[src/rtl/cwrc_map.svh]
// Constants for the working register file with alternate banks.
// Assumes inclusion by the package and the design modules only.
`ifndef CWRC_MAP_SVH
`define CWRC_MAP_SVH

// ****************************************
// Geometry
// ****************************************
`define CWRC_NUM_REGS      16
`define CWRC_REG_WIDTH     16
`define CWRC_NUM_ALT       4
`define CWRC_BANK_WIDTH    3
`define CWRC_SP_INDEX      4'hf
`define CWRC_PC_WIDTH      23
`define CWRC_IPL_WIDTH     3

// ****************************************
// Reset values and field positions
// ****************************************
`define CWRC_DEFAULT_BANK  3'h0
`define CWRC_PC_RESET      23'h000000
`define CWRC_SP_RESET      16'h0000
`define CWRC_STAT_ACT_LSB  8
`define CWRC_STAT_MAN_LSB  0
`define CWRC_CFG_FIELD_W   3

`endif

[src/rtl/cwrc_pkg.sv]
// Types shared by the working register file modules.
// Assumes cwrc_map.svh is on the include path.
`default_nettype none
`include "cwrc_map.svh"

package cwrc_pkg;
	typedef logic [`CWRC_REG_WIDTH-1:0]  cwrc_word_t;
	typedef logic [3:0]                  cwrc_idx_t;
	typedef logic [`CWRC_BANK_WIDTH-1:0] cwrc_bank_t;
	typedef logic [`CWRC_IPL_WIDTH-1:0]  cwrc_ipl_t;
	typedef logic [`CWRC_PC_WIDTH-1:0]   cwrc_pc_t;
	typedef logic [15:0]                 cwrc_stat_t;
	// Bank switch controller states
	typedef enum logic [1:0] {
		CWRC_IDLE,
		CWRC_IN_ISR
	} cwrc_state_t;
endpackage : cwrc_pkg

`default_nettype wire
[src/rtl/cwrc_bank_mem.sv]
// One bank of banked working registers, indices 0 to 14.
// Assumes one write port and two registered read ports on the same clock.
`timescale 1ns/10ps
`default_nettype none

module cwrc_bank_mem #(
	parameter int WIDTH = 16,
	parameter int DEPTH = 15
) (
	input  wire logic             clk,
	input  wire logic             reset,
	input  wire logic             clk_en,
	input  wire logic             wr_en,
	input  wire logic [3:0]       wr_addr,
	input  wire logic [WIDTH-1:0] wr_data,
	input  wire logic [3:0]       rd_addr_a,
	input  wire logic [3:0]       rd_addr_b,
	output var  logic [WIDTH-1:0] rd_data_a,
	output var  logic [WIDTH-1:0] rd_data_b
);

	logic [WIDTH-1:0] mem_reg [DEPTH];
	logic [WIDTH-1:0] mem_next [DEPTH];
	logic [WIDTH-1:0] rd_a_next;
	logic [WIDTH-1:0] rd_b_next;

	// Next contents; unwritten words keep value
	always_comb begin
		for (int i = 0; i < DEPTH; i++) begin
			mem_next[i] = mem_reg[i];
			if (wr_en && (wr_addr == 4'(i))) begin
				mem_next[i] = wr_data;
			end
		end
		rd_a_next = (int'(rd_addr_a) < DEPTH) ? mem_reg[rd_addr_a] : '0;
		rd_b_next = (int'(rd_addr_b) < DEPTH) ? mem_reg[rd_addr_b] : '0;
	end

	// Storage and registered read data
	always_ff @(posedge clk or posedge reset) begin
		if (reset) begin
			for (int i = 0; i < DEPTH; i++) begin
				mem_reg[i] <= '0;
			end
			rd_data_a <= '0;
			rd_data_b <= '0;
		end else if (clk_en) begin
			mem_reg   <= mem_next;
			rd_data_a <= rd_a_next;
			rd_data_b <= rd_b_next;
		end
	end

endmodule : cwrc_bank_mem

`default_nettype wire

[src/rtl/cwrc_core.sv]
// Working register file: sixteen registers, four alternate banks,
// interrupt-linked and manual bank selection, and the program counter.
// Assumes a sequencer on the same clock issues reads, writes, interrupt
// entry/return and swap strobes; configuration word is static after reset.
`timescale 1ns/10ps
`default_nettype none
`include "cwrc_map.svh"

module cwrc_core
	import cwrc_pkg::*;
#(
	parameter int NUM_ALT = `CWRC_NUM_ALT
) (
	input  wire logic                 clk,
	input  wire logic                 reset,
	input  wire logic                 clk_en,
	input  wire logic [11:0]          alt_bank_config_word,
	input  wire logic                 wr_en,
	input  wire cwrc_pkg::cwrc_idx_t  wr_addr,
	input  wire cwrc_pkg::cwrc_word_t wr_data,
	input  wire cwrc_pkg::cwrc_idx_t  rd_addr_a,
	input  wire cwrc_pkg::cwrc_idx_t  rd_addr_b,
	input  wire logic                 int_enter,
	input  wire cwrc_pkg::cwrc_ipl_t  interrupt_priority_level,
	input  wire logic                 int_return,
	input  wire logic                 bank_swap_instr,
	input  wire cwrc_pkg::cwrc_bank_t swap_bank,
	input  wire logic                 pc_load,
	input  wire cwrc_pkg::cwrc_pc_t   pc_load_value,
	input  wire logic                 pc_step,
	output var  cwrc_pkg::cwrc_word_t rd_data_a,
	output var  cwrc_pkg::cwrc_word_t rd_data_b,
	output var  cwrc_pkg::cwrc_word_t stack_pointer_reg,
	output var  cwrc_pkg::cwrc_stat_t bank_status_reg,
	output var  cwrc_pkg::cwrc_pc_t   pc_reg
);

	localparam int NBANK = NUM_ALT + 1;
	localparam int DEPTH = `CWRC_NUM_REGS - 1;

	// ****************************************
	// Bank selection state
	// ****************************************
	cwrc_bank_t  active_bank_index_reg, active_bank_index_next;
	cwrc_bank_t  manual_bank_index_reg, manual_bank_index_next;
	cwrc_bank_t  saved_bank_reg, saved_bank_next;
	cwrc_state_t state_reg, state_next;
	cwrc_bank_t  irq_bank;
	logic        irq_hit;

	// Config field lookup: bank n uses bits [3n-1:3n-3]
	always_comb begin
		irq_bank = `CWRC_DEFAULT_BANK;
		irq_hit  = 1'b0;
		for (int n = 1; n <= NUM_ALT; n++) begin
			if (!irq_hit && interrupt_priority_level != 3'h0 &&
			    alt_bank_config_word[3*n-1 -: 3] ==
			    interrupt_priority_level) begin
				irq_bank = 3'(n);
				irq_hit  = 1'b1;
			end
		end
	end

	// Bank controller; one nesting level of saved context
	always_comb begin
		active_bank_index_next = active_bank_index_reg;
		manual_bank_index_next = manual_bank_index_reg;
		saved_bank_next        = saved_bank_reg;
		state_next             = state_reg;
		case (state_reg)
			CWRC_IDLE: begin
				if (int_enter && irq_hit) begin
					saved_bank_next        = active_bank_index_reg;
					active_bank_index_next = irq_bank;
					state_next             = CWRC_IN_ISR;
				end else if (bank_swap_instr &&
				             int'(swap_bank) < NBANK) begin
					active_bank_index_next = swap_bank;
					manual_bank_index_next = swap_bank;
				end
			end
			CWRC_IN_ISR: begin
				if (int_return) begin
					active_bank_index_next = saved_bank_reg;
					state_next             = CWRC_IDLE;
				end else if (bank_swap_instr &&
				             int'(swap_bank) < NBANK) begin
					active_bank_index_next = swap_bank;
					manual_bank_index_next = swap_bank;
				end
			end
			default: begin
				state_next = CWRC_IDLE;
			end
		endcase
	end

	// Bank state registers
	always_ff @(posedge clk or posedge reset) begin
		if (reset) begin
			active_bank_index_reg <= `CWRC_DEFAULT_BANK;
			manual_bank_index_reg <= `CWRC_DEFAULT_BANK;
			saved_bank_reg        <= `CWRC_DEFAULT_BANK;
			state_reg             <= CWRC_IDLE;
		end else if (clk_en) begin
			active_bank_index_reg <= active_bank_index_next;
			manual_bank_index_reg <= manual_bank_index_next;
			saved_bank_reg        <= saved_bank_next;
			state_reg             <= state_next;
		end
	end

	// ****************************************
	// Banked storage
	// ****************************************
	cwrc_word_t bank_rd_a [NBANK];
	cwrc_word_t bank_rd_b [NBANK];

	// one store per bank, 15 words
	// only the active bank is written
	for (genvar b = 0; b < NBANK; b++) begin : g_bank
		cwrc_bank_mem #(
			.WIDTH(`CWRC_REG_WIDTH),
			.DEPTH(DEPTH)
		) u_mem (
			.clk      (clk),
			.reset    (reset),
			.clk_en   (clk_en),
			.wr_en    (wr_en && wr_addr != `CWRC_SP_INDEX &&
			           active_bank_index_reg == 3'(b)),
			.wr_addr  (wr_addr),
			.wr_data  (wr_data),
			.rd_addr_a(rd_addr_a),
			.rd_addr_b(rd_addr_b),
			.rd_data_a(bank_rd_a[b]),
			.rd_data_b(bank_rd_b[b])
		);
	end

	// ****************************************
	// Stack pointer and read steering
	// ****************************************
	cwrc_word_t sp_next;
	logic       sel_sp_a_reg, sel_sp_b_reg;
	cwrc_bank_t rd_bank_reg;
	cwrc_word_t rd_a_next, rd_b_next;

	always_comb begin
		sp_next = stack_pointer_reg;
		if (wr_en && wr_addr == `CWRC_SP_INDEX) begin
			sp_next = wr_data;
		end
	end

	// Read data is one cycle late, so steering is delayed to match
	// both ports see every register
	always_comb begin
		rd_a_next = sel_sp_a_reg ? stack_pointer_reg : bank_rd_a[rd_bank_reg];
		rd_b_next = sel_sp_b_reg ? stack_pointer_reg : bank_rd_b[rd_bank_reg];
	end

	// Steering registers and stack pointer
	always_ff @(posedge clk or posedge reset) begin
		if (reset) begin
			stack_pointer_reg <= `CWRC_SP_RESET;
			sel_sp_a_reg      <= 1'b0;
			sel_sp_b_reg      <= 1'b0;
			rd_bank_reg       <= `CWRC_DEFAULT_BANK;
		end else if (clk_en) begin
			stack_pointer_reg <= sp_next;
			sel_sp_a_reg      <= (rd_addr_a == `CWRC_SP_INDEX);
			sel_sp_b_reg      <= (rd_addr_b == `CWRC_SP_INDEX);
			rd_bank_reg       <= active_bank_index_reg;
		end
	end

	// Output register stage; adds a second cycle of read latency
	// 16-bit results
	always_ff @(posedge clk or posedge reset) begin
		if (reset) begin
			rd_data_a <= '0;
			rd_data_b <= '0;
		end else if (clk_en) begin
			rd_data_a <= rd_a_next;
			rd_data_b <= rd_b_next;
		end
	end

	// ****************************************
	// Status and program counter
	// ****************************************
	cwrc_stat_t stat_next;
	cwrc_pc_t   pc_next;

	always_comb begin
		stat_next = '0;
		stat_next[`CWRC_STAT_ACT_LSB +: 3] = active_bank_index_next;
		stat_next[`CWRC_STAT_MAN_LSB +: 3] = manual_bank_index_next;
	end

	always_comb begin
		pc_next = pc_reg;
		if (pc_load) begin
			pc_next = pc_load_value;
		end else if (pc_step) begin
			pc_next = pc_reg + 23'h000001;
		end
	end

	// Status and counter registers
	always_ff @(posedge clk or posedge reset) begin
		if (reset) begin
			bank_status_reg <= '0;
			pc_reg          <= `CWRC_PC_RESET;
		end else if (clk_en) begin
			bank_status_reg <= stat_next;
			pc_reg          <= pc_next;
		end
	end

endmodule : cwrc_core

`default_nettype wire

[config.mk]
export PLATFORM = sky130hd
export DESIGN_NAME = cwrc_core
export DESIGN_NICKNAME = d
export VERILOG_FILES = /design/src/rtl/cwrc_pkg.sv /design/src/rtl/cwrc_bank_mem.sv /design/src/rtl/cwrc_core.sv
export VERILOG_INCLUDE_DIRS = /design/src /design/src/rtl
export SDC_FILE = /design/constraint.sdc
export NUM_CORES = 2
export LEC_CHECK = 0
export BUFFER_PORTS_ARGS = -buffer_cell sky130_fd_sc_hd__buf_2
export CORE_MARGIN = 2
export CORE_UTILIZATION = 50
export DETAILED_ROUTE_END_ITERATION = 7
export GPL_ROUTABILITY_DRIVEN = 0
export HOLD_SLACK_MARGIN = 0.02
export PLACE_DENSITY = 0.7
export SETUP_SLACK_MARGIN = 0.5
export SLEW_MARGIN = 20
export SYNTH_ARGS = -nofsm -noshare
export SYNTH_HDL_FRONTEND = slang
export SYNTH_SLANG_ARGS = --single-unit
[constraint.sdc]
create_clock -name clk -period 108.8 [get_ports clk]
set_input_delay 16.32 -clock clk [delete_from_list [all_inputs] [get_ports clk]]
set_output_delay 16.32 -clock clk [all_outputs]
set_load 0.1 [all_outputs]
==> summary.txt <==
status - finished clean
I/O pin cnt - 165
EDFF count, synth - 0
Post-CTS Resized - 0
total CTS buffers - 156
cells after synthesis - 5,446
Top Family by Delay on Critical Path - buffers and inverters
synthesis warning total - 0
setup ws final - 89.00 ns
final setup vio count - 0
antenna violations before repair - 21
Netlist Area Pre-Place - 75,500 um2
Iteration-0 DRC Markers - 4,910
Hold Crit Class - reg2reg
Comb pwr share - 20.3%
first-pass GRT wire length - 337,000 um
clock root buffer - clkbuf_16
pre-CTS setup slack - 88.13 ns
Clk Latency, worst-skew pair - 0.81 ns
Core Box Area - 150,000 um2
# rows - 142
final WL - 227,000 um
CP bufs+invs - 4
vias per cell - 6.57
FF+latch area - 36,200 um2
crit-path max cell delay - 0.79 ns
setup_tns - 0 ns
maximum root-to-sink buffer count - 3
sequential area share after synthesis - 47.9%
die area - 154,000 um2
critical path class - in2reg
post-layout instance area - 82,500 um2
DRT antenna net count - 0
Final Hold Fails - 0
Chip Width - 393 um
Most common cell on crit path - buf_4
via count - 49,000
post-CTS setup buffer count - 0
hold-fix buffers at CTS - 0
dpl cell area - 77,300 um2
total of fill cells in the finished design - 12,100
pwr/cell area - 19.0 nW/um2
hold depth - 1
crit path DAT - 20.45 ns
CTS sink cnt - 1,446
Power Total - 1.57 mW
clock share of power - 34.5%
Sw Ratio - 30.6%
Netlist cell types - 69
WL per Instance - 30.4 um
Worst-Margin Slew - 1.16 ns
RSZ-0062 raised after global routing - no
Syn Area/Cell - 13.9 um2
FF+latch count, synth - 1,446
Max Fclk - 0.0505 GHz
Final nets - 5,399
detailed placer's ending HPWL - 133,000 um
GRT overflow - 0
multi-input logic area - 36,900 um2
Final min period - 19.80 ns
Synth Flop Type - dfrtp_1
Period Utilization, post-route - 18.2%
area delta synth->final - 9.23%
Max-Cap Viols - 0
DR pass1 iterations - 5
P_int - 1.09 mW
asr flop ratio synth - 100%
final max-slew violation count - 0
DRC viols - 0
Peak VDD IR - 0.0000179 V
WP data required - 109.45 ns
Setup Skew - 0.0271 ns
Pleak - 37.5 nW
initial core utilization - 50.3%
Rel. slew slack - 22.7%
Tot GR Track Use - 29.7%
PortBufs - 154
sequential share of power - 45.2%
P_sw - 0.480 mW
Worst setup SP type - input port
H-tree Lvls - 4
Levels on crit path - 7
TritonCTS clock tree - done
vias in the first global route - 49,200
slowest stage cell on the critical path - buf_4
Worst Reg2Reg Path Length in Cells - 5
max FFs per register - 1,200
CP cell instances - buf_8 > buf_4 > buf_4 > buf_4 > mux4_2 > o21ai_0 > o21ai_0
Setup crit end kind - flip-flop
die height - 393 um
largest net degree at the start of global routing - 180
clk slew on worst S/H paths - 0.06 ns
share of cells above drive strength 1 - 42.3%
worst-path fanout max - 68
-- metrics by stage --
step           hold slack (ns)  utilization, %  cells
2_1_floorplan            0.460               -   5455
3_3_place_gp             0.468            51.5   7177
3_5_place_dp             0.479            51.5   7177
4_1_cts                  0.493            55.0   7454
5_1_grt                  0.510            55.0   7456
6_report                 0.496            55.0   7459
-- power by group through the flow --
stage / Clock [mW] / Combinational (mW) / Sequential, mW
5_1_grt: 0.568 / 0.337 / 0.718
2_1_floorplan: 0 / 0.215 / 0.721
3_3_place_gp: 0 / 0.309 / 0.707
3_5_place_dp: 0 / 0.315 / 0.714
4_1_cts: 0.545 / 0.316 / 0.705
6_report: 0.541 / 0.318 / 0.708
-- cell usage in the layout (no fill, tap or decap), types with 34 or more instances in the layout --
| master | synthesis | final |
|---|---|---|
| a21oi_1 | 178 | 178 |
| a221oi_1 | 34 | 34 |
| buf_2 | 86 | 148 |
| buf_4 | 62 | 79 |
| clkbuf_1 | 328 | 37 |
| clkbuf_16 | 0 | 159 |
| dfrtp_1 | 1446 | 1445 |
| mux2_2 | 1207 | 1207 |
| mux2i_1 | 411 | 411 |
| mux4_2 | 512 | 512 |
| nand2_1 | 187 | 186 |
| nor2_1 | 199 | 198 |
| nor2_4 | 34 | 36 |
| o211ai_1 | 72 | 72 |
| o21ai_0 | 375 | 375 |
| o2bb2ai_1 | 39 | 39 |
-- cells in the mapped netlist, drive strengths merged, types with 4 or more instances --
cell type  instances  area share, %
or3                8          0.066
nand4             17           0.18
and2               4          0.033
nand2            193           0.98
mux2            1224             18
a21oi            178            1.2
nor2b              7          0.058
nor2             264            2.1
nand3             18           0.14
dfrtp           1446             48
xnor2             11           0.13
o22ai              5          0.041
mux4             512             15
o21ai            376            2.5
a221oi            34           0.39
nor3              18           0.14
o2bb2ai           39           0.45
a31oi              4          0.033
mux2i            411            5.4
inv                8          0.040
a22oi              8          0.080
and3               5          0.041
nand2b            10          0.093
or2                7          0.058
buf              209            1.7
o211ai            72           0.72
clkbuf           328            1.6
-- cell type report --
cell class                      instances  area share [%]
Antenna cell                            4          0.0121
Clock buffer                          228            5.53
Clock inverter                         49           0.736
Inverter                               10          0.0607
Multi-Input combinational cell       3462            44.7
Sequential cell                      1446            43.9
Tap cell                             2016            3.06
Timing Repair Buffer                  244            1.99
-- worst paths after layout --
path	start	to	slack (ns)
hold reg to reg	rd_data_b[9]$_DFFE_PP0P_	rd_data_b[9]$_DFFE_PP0P_	0.50
max in group asynchronous	reset	g_bank[2].u_mem.mem_reg[193]$_DFFE_PP0P_	89.18
setup / recovery	rd_addr_b[1]	g_bank[3].u_mem.rd_data_b[14]$_DFFE_PP0P_	89.00
hold / removal	rd_data_b[9]$_DFFE_PP0P_	rd_data_b[9]$_DFFE_PP0P_	0.50
setup reg to reg	active_bank_index_reg[0]$_DFFE_PP0P_	g_bank[0].u_mem.mem_reg[15]$_DFFE_PP0P_	105.61
min in group asynchronous	reset	g_bank[4].u_mem.mem_reg[110]$_DFFE_PP0P_	15.63
-- logic make-up after synthesis --
group | after synthesis | synth area share, %
AO/OA/AOI/OAI | 734 | 5.60
AND/OR/NAND/NOR | 559 | 3.99
XOR/XNOR | 11 | 0.128
buffers and inverters | 547 | 3.35
other | 1 | 0.00497
multiplexers | 2147 | 39.0
flip-flops | 1446 | 47.9
adder cells (fa/ha/maj) | 1 | 0.0166
-- per-layer routing --
layer	up-vias	track usage, %	wire length [um]
li1	20200	-	-
met5	-	0	157
met4	26	15.3	12500
met1	26100	39.6	89400
met2	2188	45.1	104000
met3	547	7.46	20600
Power figures use the tool's default switching activity.
